===== config.mk =====
export PLATFORM = sky130hd
export DESIGN_NAME = bcr_top
export DESIGN_NICKNAME = d
export VERILOG_FILES = /design/src/core/bcr_pkg.sv /design/src/core/bcr_sync.sv /design/src/core/bcr_top.sv
export VERILOG_INCLUDE_DIRS = /design/src /design/src/core
export SDC_FILE = /design/constraint.sdc
export NUM_CORES = 1
export LEC_CHECK = 0
export ABC_AREA = 1
export BUFFER_PORTS_ARGS = -buffer_cell sky130_fd_sc_hd__buf_4
export CAP_MARGIN = 20
export CORE_ASPECT_RATIO = 1.5
export CORE_UTILIZATION = 47
export CTS_BUF_LIST = sky130_fd_sc_hd__clkbuf_16
export CTS_CLUSTER_DIAMETER = 40
export CTS_CLUSTER_SIZE = 20
export DETAILED_ROUTE_END_ITERATION = 7
export MAX_ROUTING_LAYER = met4
export PLACE_DENSITY = 0.65
export SLEW_MARGIN = 20
export SYNTH_ARGS = -nofsm -noshare
export SYNTH_HDL_FRONTEND = slang
export SYNTH_SLANG_ARGS = --single-unit

===== constraint.sdc =====
create_clock -name ref_clk_in -period 2.51 [get_ports ref_clk_in]
set_clock_uncertainty 0.1 [all_clocks]
set_input_delay 0.251 -clock ref_clk_in [delete_from_list [all_inputs] [get_ports ref_clk_in]]
set_output_delay 0.251 -clock ref_clk_in [all_outputs]
set_load 0.01 [all_outputs]

===== src/core/bcr_consts.svh =====
// constants of the barometer command readout block
`ifndef BCR_CONSTS_SVH
`define BCR_CONSTS_SVH
`define BCR_SLAVE_ADDR   7'h6D
`define BCR_PTR_RESULT   8'h06
`define BCR_PTR_COMMAND  8'h30
`define BCR_CMD_MEASURE  8'h0A
`define BCR_RESULT_BYTES 3'h5
`define BCR_CLK_MHZ      100
`define BCR_MEAS_TIME_US 5000
// two conversions share the measurement time
`define BCR_CONV_CYCLES  ((`BCR_MEAS_TIME_US * `BCR_CLK_MHZ) / 2)
`endif


===== src/core/bcr_pkg.sv =====
// types of the barometer command readout block
package bcr_pkg;
    typedef struct packed {
        logic [23:0] press;
        logic [15:0] temp;
    } bcr_result_t;
    typedef enum logic [2:0] {
        BCR_BUS_IDLE, BCR_BUS_ADDR, BCR_BUS_ACK, BCR_BUS_WRB,
        BCR_BUS_RDB, BCR_BUS_RACK, BCR_BUS_SKIP
    } bcr_bus_st_t;
    typedef enum logic [1:0] {
        BCR_M_SLEEP, BCR_M_PRESS, BCR_M_TEMP, BCR_M_STORE
    } bcr_meas_st_t;
endpackage


===== src/core/bcr_sync.sv =====
// two-stage synchroniser for one pin
`timescale 1ns/1ps
`default_nettype none
module bcr_sync (
    input  wire logic ref_clk_in,  // block clock
    input  wire logic srst_in,     // sync reset, high
    input  wire logic d_in,        // asynchronous pin
    output logic      q_out        // synchronised level
);
    logic meta_q;
    logic q_q;
    // reset to released bus level so no false start after reset
    always_ff @(posedge ref_clk_in) begin
        if (srst_in) begin
            meta_q <= 1'b1;
            q_q    <= 1'b1;
        end else begin
            meta_q <= d_in;
            q_q    <= meta_q;
        end
    end
    assign q_out = q_q;
endmodule
`default_nettype wire


===== src/core/bcr_top.sv =====
// two-wire command and readout logic of the barometer
`timescale 1ns/1ps
`default_nettype none
`include "bcr_consts.svh"
// What this block does
// RQ1: sleeps after reset until measurement request
// RQ2: request wakes, measures, stores, sleeps again
// RQ3: answers only slave address 0x6D
// RQ4: reads never start a measurement
// RQ5: snapshot loaded after read address
// RQ6: results big-endian, most significant first
// RQ7: read address acknowledged, then data bytes
// RQ8: master ends read with nack, stop
// RQ9: pointer 0x06, re-address, five result bytes
// RQ10: master may stop after pressure bytes
// RQ11: temperature 16-bit two's complement, high first
// RQ12: pressure 24-bit unsigned, high byte first
// RQ13: request is pointer 0x30 then 0x0A
// RQ14: master stops after request acknowledged
// RQ15: pressure converted before temperature, then stored
// RQ16: master spaces requests by 5 ms
// RQ17: sensor powered only during conversion
// RQ18: other pointers or commands acked, ignored
module bcr_top #(
    parameter int CONV_CYCLES = `BCR_CONV_CYCLES
) (
    input  wire logic        ref_clk_in,     // 100 MHz block clock
    input  wire logic        srst_in,        // sync reset, high
    input  wire logic        scl_in,         // bus clock pin
    input  wire logic        sda_in,         // bus data pin level
    output logic             sda_out,        // bus data drive level
    output logic             sda_oe_n_out,   // low while driving data
    input  wire logic [23:0] adc_press_in,   // compensated pressure
    input  wire logic [15:0] adc_temp_in,    // compensated temperature
    output logic             sensor_pwr_out, // sensing element supply
    output logic             conv_temp_out,  // high during temperature phase
    output logic             busy_out        // measurement running
);
    logic scl_s, sda_s, scl_p_q, sda_p_q;
    logic scl_rise, scl_fall, bus_start, bus_stop;

    bcr_sync u_scl_sync (
        .ref_clk_in (ref_clk_in),
        .srst_in    (srst_in),
        .d_in       (scl_in),
        .q_out      (scl_s)
    );
    bcr_sync u_sda_sync (
        .ref_clk_in (ref_clk_in),
        .srst_in    (srst_in),
        .d_in       (sda_in),
        .q_out      (sda_s)
    );

    assign scl_rise  = scl_s & ~scl_p_q;
    assign scl_fall  = ~scl_s & scl_p_q;
    assign bus_start = scl_s & scl_p_q & sda_p_q & ~sda_s;
    assign bus_stop  = scl_s & scl_p_q & ~sda_p_q & sda_s;

    // bus side state
    bcr_pkg::bcr_bus_st_t st_q, st_d;
    logic [3:0]  cnt_q, cnt_d;
    logic [7:0]  sh_q, sh_d;
    logic [7:0]  ptr_q, ptr_d;
    logic        rw_q, rw_d;
    logic        wfirst_q, wfirst_d;
    logic        oe_n_q, oe_n_d;
    logic [39:0] tx_q, tx_d;
    logic        ld_rd;
    logic        meas_req;
    logic        cmd_byte;

    // measurement side state
    bcr_pkg::bcr_meas_st_t m_st_q, m_st_d;
    logic [31:0]          m_cnt_q, m_cnt_d;
    logic [23:0]          p_hold_q, p_hold_d;
    bcr_pkg::bcr_result_t res_q, res_d;
    logic                 pwr_q, pwr_d;
    logic                 meas_go;
    logic                 conv_done;

    always_comb begin
        st_d     = st_q;
        cnt_d    = cnt_q;
        sh_d     = sh_q;
        ptr_d    = ptr_q;
        rw_d     = rw_q;
        wfirst_d = wfirst_q;
        oe_n_d   = oe_n_q;
        tx_d     = tx_q;
        ld_rd    = 1'b0;
        meas_req = 1'b0;
        cmd_byte = 1'b0;
        if (bus_stop) begin
            st_d   = bcr_pkg::BCR_BUS_IDLE;
            oe_n_d = 1'b1;
        end else if (bus_start) begin
            st_d   = bcr_pkg::BCR_BUS_ADDR;
            cnt_d  = 4'h0;
            oe_n_d = 1'b1;
        end else begin
            case (st_q)
                bcr_pkg::BCR_BUS_ADDR, bcr_pkg::BCR_BUS_WRB: begin
                    if (scl_rise && cnt_q != 4'h8) begin
                        sh_d  = {sh_q[6:0], sda_s};
                        cnt_d = cnt_q + 4'h1;
                    end else if (scl_fall && cnt_q == 4'h8) begin
                        st_d   = bcr_pkg::BCR_BUS_ACK;
                        oe_n_d = 1'b0;
                        if (st_q == bcr_pkg::BCR_BUS_ADDR) begin
                            if (sh_q[7:1] == `BCR_SLAVE_ADDR) begin // RQ3
                                rw_d     = sh_q[0];
                                wfirst_d = 1'b1;
                                if (sh_q[0]) begin
                                    ld_rd = 1'b1;
                                    tx_d  = res_q; // RQ5
                                end
                            end else begin
                                st_d   = bcr_pkg::BCR_BUS_SKIP; // RQ3
                                oe_n_d = 1'b1;
                            end
                        end else if (wfirst_q) begin
                            ptr_d    = sh_q; // RQ9
                            wfirst_d = 1'b0;
                        end else begin
                            cmd_byte = 1'b1;
                            // only the measure code at the command pointer acts
                            meas_req = (ptr_q == `BCR_PTR_COMMAND) &&
                                       (sh_q == `BCR_CMD_MEASURE); // RQ13 RQ18
                        end
                    end
                end
                bcr_pkg::BCR_BUS_ACK: begin
                    if (scl_fall) begin
                        cnt_d = 4'h0;
                        if (rw_q) begin
                            st_d   = bcr_pkg::BCR_BUS_RDB; // RQ7
                            oe_n_d = tx_q[39]; // RQ6
                        end else begin
                            st_d   = bcr_pkg::BCR_BUS_WRB;
                            oe_n_d = 1'b1;
                        end
                    end
                end
                bcr_pkg::BCR_BUS_RDB: begin
                    if (scl_fall) begin
                        // released bus past the packet reads as all ones
                        tx_d = {tx_q[38:0], 1'b1}; // RQ6 RQ11 RQ12
                        if (cnt_q == 4'h7) begin
                            st_d   = bcr_pkg::BCR_BUS_RACK;
                            oe_n_d = 1'b1;
                        end else begin
                            cnt_d  = cnt_q + 4'h1;
                            oe_n_d = tx_q[38];
                        end
                    end
                end
                bcr_pkg::BCR_BUS_RACK: begin
                    if (scl_rise && sda_s) begin
                        st_d = bcr_pkg::BCR_BUS_SKIP; // RQ8 RQ10
                    end else if (scl_fall) begin
                        st_d   = bcr_pkg::BCR_BUS_RDB;
                        cnt_d  = 4'h0;
                        oe_n_d = tx_q[39];
                    end
                end
                bcr_pkg::BCR_BUS_IDLE, bcr_pkg::BCR_BUS_SKIP: begin
                    oe_n_d = 1'b1;
                end
                default: begin
                    st_d   = bcr_pkg::BCR_BUS_IDLE;
                    oe_n_d = 1'b1;
                end
            endcase
        end
    end

    always_ff @(posedge ref_clk_in) begin
        if (srst_in) begin
            scl_p_q  <= 1'b1;
            sda_p_q  <= 1'b1;
            st_q     <= bcr_pkg::BCR_BUS_IDLE;
            cnt_q    <= 4'h0;
            sh_q     <= 8'h00;
            ptr_q    <= 8'h00;
            rw_q     <= 1'b0;
            wfirst_q <= 1'b0;
            oe_n_q   <= 1'b1;
            tx_q     <= 40'h0;
        end else begin
            scl_p_q  <= scl_s;
            sda_p_q  <= sda_s;
            st_q     <= st_d;
            cnt_q    <= cnt_d;
            sh_q     <= sh_d;
            ptr_q    <= ptr_d;
            rw_q     <= rw_d;
            wfirst_q <= wfirst_d;
            oe_n_q   <= oe_n_d;
            tx_q     <= tx_d;
        end
    end

    // a request during a running cycle is dropped; spacing is the master's job
    assign meas_go   = meas_req && m_st_q == bcr_pkg::BCR_M_SLEEP; // RQ1 RQ2
    assign conv_done = m_cnt_q == 32'(CONV_CYCLES - 1);

    always_comb begin
        m_st_d   = m_st_q;
        m_cnt_d  = m_cnt_q;
        p_hold_d = p_hold_q;
        res_d    = res_q;
        case (m_st_q)
            bcr_pkg::BCR_M_SLEEP: begin
                m_cnt_d = 32'h0;
                if (meas_go) begin
                    m_st_d = bcr_pkg::BCR_M_PRESS; // RQ2
                end
            end
            bcr_pkg::BCR_M_PRESS: begin
                m_cnt_d = m_cnt_q + 32'h1;
                if (conv_done) begin
                    p_hold_d = adc_press_in;
                    m_cnt_d  = 32'h0;
                    m_st_d   = bcr_pkg::BCR_M_TEMP; // RQ15
                end
            end
            bcr_pkg::BCR_M_TEMP: begin
                m_cnt_d = m_cnt_q + 32'h1;
                if (conv_done) begin
                    m_st_d = bcr_pkg::BCR_M_STORE;
                end
            end
            bcr_pkg::BCR_M_STORE: begin
                // both values land together so a snapshot never mixes cycles
                res_d.press = p_hold_q; // RQ15
                res_d.temp  = adc_temp_in;
                m_st_d      = bcr_pkg::BCR_M_SLEEP; // RQ2
            end
            default: begin
                m_st_d = bcr_pkg::BCR_M_SLEEP;
            end
        endcase
        pwr_d = m_st_d == bcr_pkg::BCR_M_PRESS ||
                m_st_d == bcr_pkg::BCR_M_TEMP; // RQ17
    end

    always_ff @(posedge ref_clk_in) begin
        if (srst_in) begin
            m_st_q   <= bcr_pkg::BCR_M_SLEEP; // RQ1
            m_cnt_q  <= 32'h0;
            p_hold_q <= 24'h0;
            res_q    <= '0;
            pwr_q    <= 1'b0;
        end else begin
            m_st_q   <= m_st_d;
            m_cnt_q  <= m_cnt_d;
            p_hold_q <= p_hold_d;
            res_q    <= res_d;
            pwr_q    <= pwr_d;
        end
    end

    logic sda_lvl_q, temp_q, busy_q;
    always_ff @(posedge ref_clk_in) begin
        if (srst_in) begin
            sda_lvl_q <= 1'b0;
            temp_q    <= 1'b0;
            busy_q    <= 1'b0;
        end else begin
            sda_lvl_q <= 1'b0;
            temp_q    <= m_st_d == bcr_pkg::BCR_M_TEMP;
            busy_q    <= m_st_d != bcr_pkg::BCR_M_SLEEP;
        end
    end

    assign sda_out        = sda_lvl_q;
    assign sda_oe_n_out   = oe_n_q;
    assign sensor_pwr_out = pwr_q;
    assign conv_temp_out  = temp_q;
    assign busy_out       = busy_q;
endmodule
`default_nettype wire


==> impl_metrics.tcl, run 1 <==
set metrics [dict create \
    status "complete, no violations" \
    yosys_warnings 0 \
    final_area_um2 9760 \
    ys_async_sr_fraction_pct 0 \
    drv_cap 0 \
    antenna_found_initial 0 \
    period_minus_slack_ns 2.18 \
    globalplace.congestion 0.872 \
    multi_input_area_um2 4050 \
    crit_top_cell "nor2_1" \
    reg2reg_depth 10 \
    fin_nets 1383 \
    ys.flop_type "dfxtp_1" \
    utilization_pct 56.5 \
    rsz0062_at_grt "no" \
    via_per_inst 4.92 \
    drtIter0Drc 344 \
    wl_per_cell_um 12.0 \
    swShare_pct 23.9 \
    htreeDepth 4 \
    vdd_ir_drop_max_mv 0.539 \
    critical_path.max_stage_delay_ns 0.38 \
    endpoint_kind "flop" \
    grt_use_total_pct 22.6 \
    p_leak_nw 4.43 \
    worst_pin_slew_ns 0.557 \
    vias 7639 \
    grt_pass1_vias 7009 \
    pwr-share-clk_pct 46.5 \
    placed_area_um2 8750 \
    power_density_nw_per_um2 595 \
    finalPower_mw 5.81 \
    cts_tree "done" \
    required_ns 2.77 \
    root_buffer "clkbuf_16" \
    clockBufferDepth 2 \
    path_max_fanout 24 \
    ys_ff_latch 173 \
    hold_end "p_hold_q[12]" \
    worst_setup_path_start_kind "flop" \
    min_path_cells 3 \
    grt_overflow 0 \
    cts.clk_slew.worst_paths_ns 0.07 \
    dr.pass1.iters 5 \
    grt_max_degree 123 \
    synth_nets 1324 \
    nFillCells 1701 \
    clkLatencyLatePin_ns 0.43 \
    layout_commonest_cell "nand2_1" \
    regArea_um2 3460 \
    crit_arrival_ns 2.44 \
    cts_setup_buffers 0 \
    instances_no_fill 1554 \
    seqPwrFrac_pct 47.8 \
    cts_sinks 173 \
    final_max_slew_viol_count 0 \
    max_freq_mhz 459 \
    die-area_um2 18100 \
    die_w_um 110 \
    grt_pass1_wl_um 31800 \
    hold_start "adc_press_in[12]" \
    final_cell_mix "nand2_1, nor2_1, dfxtp_1" \
    synthCells 1269 \
    routed_wl_um 18600 \
    ant_nets 0 \
    row_count 59 \
    drive_gt1_share_pct 8.50 \
    path_class "flop to flop" \
    diodes 0 \
    cts_made_buffers 17 \
    core_area_um2 17300 \
    setup_viol 0 \
    finalSetupTns_ns 0 \
    synthTopCellsByArea "dfxtp_1, nand2_1, nor2_1" \
    r2r-start "m_cnt_q[1]" \
    syn_area_per_cell_um2 6.52 \
    die_y_um 164 \
    fin_crit_sh_pct 86.9 \
    slowest_stage "dfxtp_1" \
    area_growth_syn_to_layout_pct 18.1 \
    synth_cell_types 36 \
    seq_area_frac_synth_pct 41.9 \
    yosys.area.top_type "dfxtp_1" \
    p_int_mw 4.42 \
    combPwrFrac_pct 5.7 \
    hold_viol_final 0 \
    yosysTopAreaCellShare_pct 41.9 \
    syn_area_um2 8270 \
    crit_chain "ha_1 > nand2_1 > nor2_1 > nand2_1 > nor2_1 > nand3_2 > buf_4 > inv_2 > o21ai_0 > nor2_1" \
    post-place-cells 1482 \
    relSlewSlack_pct 62.9 \
    drc 0 \
    place_hpwl_um 12000 \
    r2r-end "p_hold_q[2]" \
    synth_edf_count 0 \
    portBuffers 47 \
    ios 49 \
    power_switching_mw 1.39 \
    start_util_pct 47.9 \
    regToRegSetupSlack_ns 0.33 \
    hp-class "primary input to flop" \
]
routing by layer:
metal  global-route usage, %  routed length, um  up-vias  share of wire, %
met1                    26.1               8180     3383                44
met4                    9.63                512        0               2.8
met5                       -                  0        -                 0
met3                    3.79                508       36               2.7
li1                        -                  -     4102                 -
met2                    38.3               9400      118                51
synth_stat cells (2+ instances only):
master    number
o21ai_0      119
nand3_2        3
inv_2          2
a21oi_1       53
nand3b_1       2
nor2_2         5
or2_2          5
nor2_1       289
buf_2         11
clkbuf_1      40
ha_1          11
buf_4          5
a31oi_1        2
nor3_1        10
nand4_1        9
xor2_1        12
buf_1          2
nand2_1      302
inv_1        122
dfxtp_1      173
buf_6          4
nor4_1         2
a211oi_1       8
nand3_1       66
logic make-up after synthesis:
kind of cell             count (synthesis)  synth area share (%)
adder cells (fa/ha/maj)                 11                  1.66
other                                    1                0.0454
XOR/XNOR                                13                  1.38
AND/OR/NAND/NOR                        696                  33.9
flip-flops                             173                  41.9
buffers and inverters                  186                  9.20
AO/OA/AOI/OAI                          189                  11.9
power by group through the flow:
stage / sequential, mW / clock [mW] / combinational [mW]
final: 2.78 / 2.70 / 0.328
after global routing: 2.78 / 2.87 / 0.365
after CTS: 2.78 / 2.77 / 0.329
after detailed placement: 2.84 / 0 / 0.279
after global placement: 2.84 / 0 / 0.278
after floorplan: 2.84 / 0 / 0.163
sequential cells by signal (all words and copies together), names as in the netlist, 2 cells and up:
register,cells
ptr_q,8
cnt_q,4
tx_q,40
m_st_q,2
m_cnt_q,32
sh_q,8
res_q,40
p_hold_q,24
st_q,3
worst max-delay path by stage:
stage	start	endpoint
2_1_floorplan	m_cnt_q[1]	sensor_pwr_out
3_3_place_gp	m_cnt_q[1]	sensor_pwr_out
3_5_place_dp	m_cnt_q[1]	p_hold_q[4]
4_1_cts	m_cnt_q[1]	p_hold_q[2]
5_1_grt	m_cnt_q[1]	p_hold_q[0]
6_report	m_cnt_q[1]	p_hold_q[2]
per-stage QoR:
| stage | hold WS, ns | worst slack [ns] |
|---|---|---|
| after CTS | 0.000332 | 0.294 |
| after floorplan | 0.255 | 0.526 |
| after global placement | 0.293 | 0.390 |
| final | 0.0119 | 0.330 |
| after global routing | 0.0346 | 0.0746 |
| after detailed placement | 0.297 | 0.318 |
critical path: cells and delay by family, from the launching register on:
| kind | cells | cell delay (ns) |
|---|---|---|
| flops | 1 | 0.38 |
| simple gates | 6 | 0.79 |
| compound gates | 1 | 0.13 |
| buf+inv | 2 | 0.49 |
| fa+ha+maj | 1 | 0.22 |
repair_timing:
item,in CTS,in global routing
gates resized for setup,0,0
endpoints found under the hold margin,40,0
hold buffers,40,0
layout make-up:
| class | count | area share (%) |
|---|---|---|
| clock inverters | 15 | 1.86 |
| flip-flops and latches | 173 | 35.5 |
| well taps | 213 | 2.73 |
| multi-input cells | 910 | 41.5 |
| repair buffers | 102 | 9.26 |
| inverters | 124 | 4.78 |
| clock buffers | 17 | 4.36 |
(Power assumes the default switching activity.)
==> inputs of run 2 (changes only) <==
--- a/config.mk
+++ b/config.mk
@@ -6,7 +6,6 @@
 export SDC_FILE = /design/constraint.sdc
 export NUM_CORES = 1
 export LEC_CHECK = 0
-export ABC_AREA = 1
 export BUFFER_PORTS_ARGS = -buffer_cell sky130_fd_sc_hd__buf_4
 export CAP_MARGIN = 20
 export CORE_ASPECT_RATIO = 1.5
==> run 2 against run 1 <==
Worst hold slack improved by 0.0064 ns. Critical path depth decreased by 3. Non-clock buffer count increased by 25. Final cell count decreased by 24%. Clock-buffer cell count unchanged. Sequential share of layout area decreased by 0.42 points. Sequential power about the same. Clock power increased by 3%. Synthesized area decreased by 1.8%. First-iteration DRC count increased by 9.9%. Combinational power decreased by 38%. Largest power group is now clock.
==> impl_metrics.tcl, run 2 <==
set metrics [dict create \
    cts_sinks 173 \
    final_max_slew_viol_count 0 \
    finalSetupTns_ns 0 \
    path_max_fanout 6 \
    syn_area_per_cell_um2 9.24 \
    place_hpwl_um 12000 \
    final_area_um2 9880 \
    synth.most_common_cell "dfxtp_1" \
    multi_input_area_um2 4330 \
    synth_nets 934 \
    area_growth_syn_to_layout_pct 21.6 \
    ant_nets 0 \
    htreeDepth 4 \
    grt_overflow 0 \
    grt_pass1_wl_um 30300 \
    synth_edf_count 0 \
    grt_pass1_vias 6303 \
    portBuffers 47 \
    ios 49 \
    die-area_um2 17800 \
    instances_no_fill 1186 \
    max_freq_mhz 412 \
    die_y_um 163 \
    ys.flop_type "dfxtp_1" \
    yosysTopAreaCellShare_pct 42.7 \
    antenna_found_initial 0 \
    path_class "flop to flop" \
    setup_viol 0 \
    hold_viol_final 0 \
    start_util_pct 48.2 \
    dr.pass1.iters 5 \
    grt_use_total_pct 22.2 \
    crit_arrival_ns 2.64 \
    grt_max_degree 139 \
    layout_commonest_cell "dfxtp_1" \
    final_cell_mix "dfxtp_1, nor2_1, mux2i_1" \
    nFillCells 1510 \
    wl_per_cell_um 15.5 \
    vias 6603 \
    drtIter0Drc 378 \
    utilization_pct 58.7 \
    worst_setup_path_start_kind "flop" \
    clkLatencyLatePin_ns 0.42 \
    worst_pin_slew_ns 0.615 \
    finalPower_mw 5.73 \
    globalplace.congestion 0.847 \
    cts.clk_slew.worst_paths_ns 0.07 \
    worst_slack_ns 0.0807 \
    routed_wl_um 18400 \
    yosys.area.top_type "dfxtp_1" \
    preCtsSetupSlack_ns 0.0918 \
    regArea_um2 3460 \
    rsz0062_at_grt "no" \
    syn_area_um2 8120 \
    synthTopCellsByArea "dfxtp_1, mux2i_1, nor2_1" \
    period_minus_slack_ns 2.43 \
    drv_cap 0 \
    p_leak_nw 4.02 \
    cts_tree "done" \
    post-place-cells 1112 \
    ys_ff_latch 173 \
    die_w_um 109 \
    vdd_ir_drop_max_mv 0.487 \
    fin_nets 1018 \
    drc 0 \
    relSlewSlack_pct 59.0 \
    diodes 0 \
    required_ns 2.72 \
    power_density_nw_per_um2 580 \
    yosys_warnings 0 \
    fin_hold_ws_ns 0.0183 \
    endpoint_kind "flop" \
    placed_area_um2 8810 \
    drive_gt1_share_pct 18.9 \
    root_buffer "clkbuf_16" \
    via_per_inst 5.57 \
    core_area_um2 16800 \
    status "complete, no violations" \
    cts_made_buffers 17 \
    top_regs "res_q x40, tx_q x40, m_cnt_q x32" \
    clockBufferDepth 2 \
    seq_area_frac_synth_pct 42.7 \
    hp-class "primary input to flop" \
    synth_cell_types 70 \
    row_count 58 \
    fin_crit_sh_pct 96.8 \
    synthCells 879 \
    ys_top_cells_by_count "dfxtp_1, nor2_1, mux2i_1, nand2_1, mux2_2" \
    ys_async_sr_fraction_pct 0 \
]
## run 2: cell count changes after synthesis, moves of 39 or more
cell / change
nand2_1: -223
nor2_1: -169
mux2i_1: +107
o21ai_0: -105
inv_1: -103
nand3_1: -47
mux2_2: +39
## run 2: power by group
| part | total (mW) | internal [mW] | leakage (nW) | switching (mW) |
|---|---|---|---|---|
| registers | 2.75 | 2.75 | 1.39 | 0.00543 |
| logic | 0.203 | 0.111 | 2.32 | 0.0925 |
| clock network | 2.77 | 1.54 | 0.311 | 1.23 |
| total | 5.73 | 4.40 | 4.02 | 1.33 |
## run 2: per-layer routing
metal  share of wire (%)  GRT usage [%]
met1                  42           24.1
met2                  53           39.3
met3                 2.6           3.64
met4                 2.3           9.52
met5                   0              -
## run 2: final cells by class
cell class              count  area share (%)
clock buffers              17            4.31
well taps                 210            2.66
repair buffers            127            11.2
clock inverters            15            2.19
multi-input cells         625            43.8
flip-flops and latches    173            35.1
inverters                  19           0.722
## run 2: cell families (layout without fill, tap and decap cells)
| group | Yosys count | in the layout | synth area share, % |
|---|---|---|---|
| simple gates | 339 | 339 | 21.7 |
| other cells | 1 | 1 | 0.0462 |
| mux | 146 | 146 | 18.6 |
| fa+ha+maj | 11 | 11 | 1.69 |
| xor+xnor | 5 | 5 | 0.539 |
| flops | 173 | 173 | 42.7 |
| compound gates | 123 | 123 | 10.4 |
| buf+inv | 81 | 178 | 4.36 |
## run 2: repair_timing
item / CTS / global route
endpoints found under the hold margin: 44 / 0
setup endpoints to repair: 0 / 1
setup buffers: 0 / 0
hold buffers: 42 / 0
resized for setup: 0 / 3
## run 2: final timing paths
kind | cells after the start | end | startpoint | slack [ns]
min | 3 | p_hold_q[1] | adc_press_in[1] | 0.02
min reg2reg | 1 | u_scl_sync.q_out | u_scl_sync.meta_q | 0.31
max reg2reg | 7 | sensor_pwr_out | m_cnt_q[7] | 0.08
max | 7 | sensor_pwr_out | m_cnt_q[7] | 0.08
## run 2: critical path: stages, from the launching register on
cell and delay (ns):
dfxtp_1 0.41, nor4b_1 0.35, and4_1 0.33, a31oi_1 0.10, o21a_1 0.21, or3_1 0.39, ha_1 0.29, nor2b_1 0.13
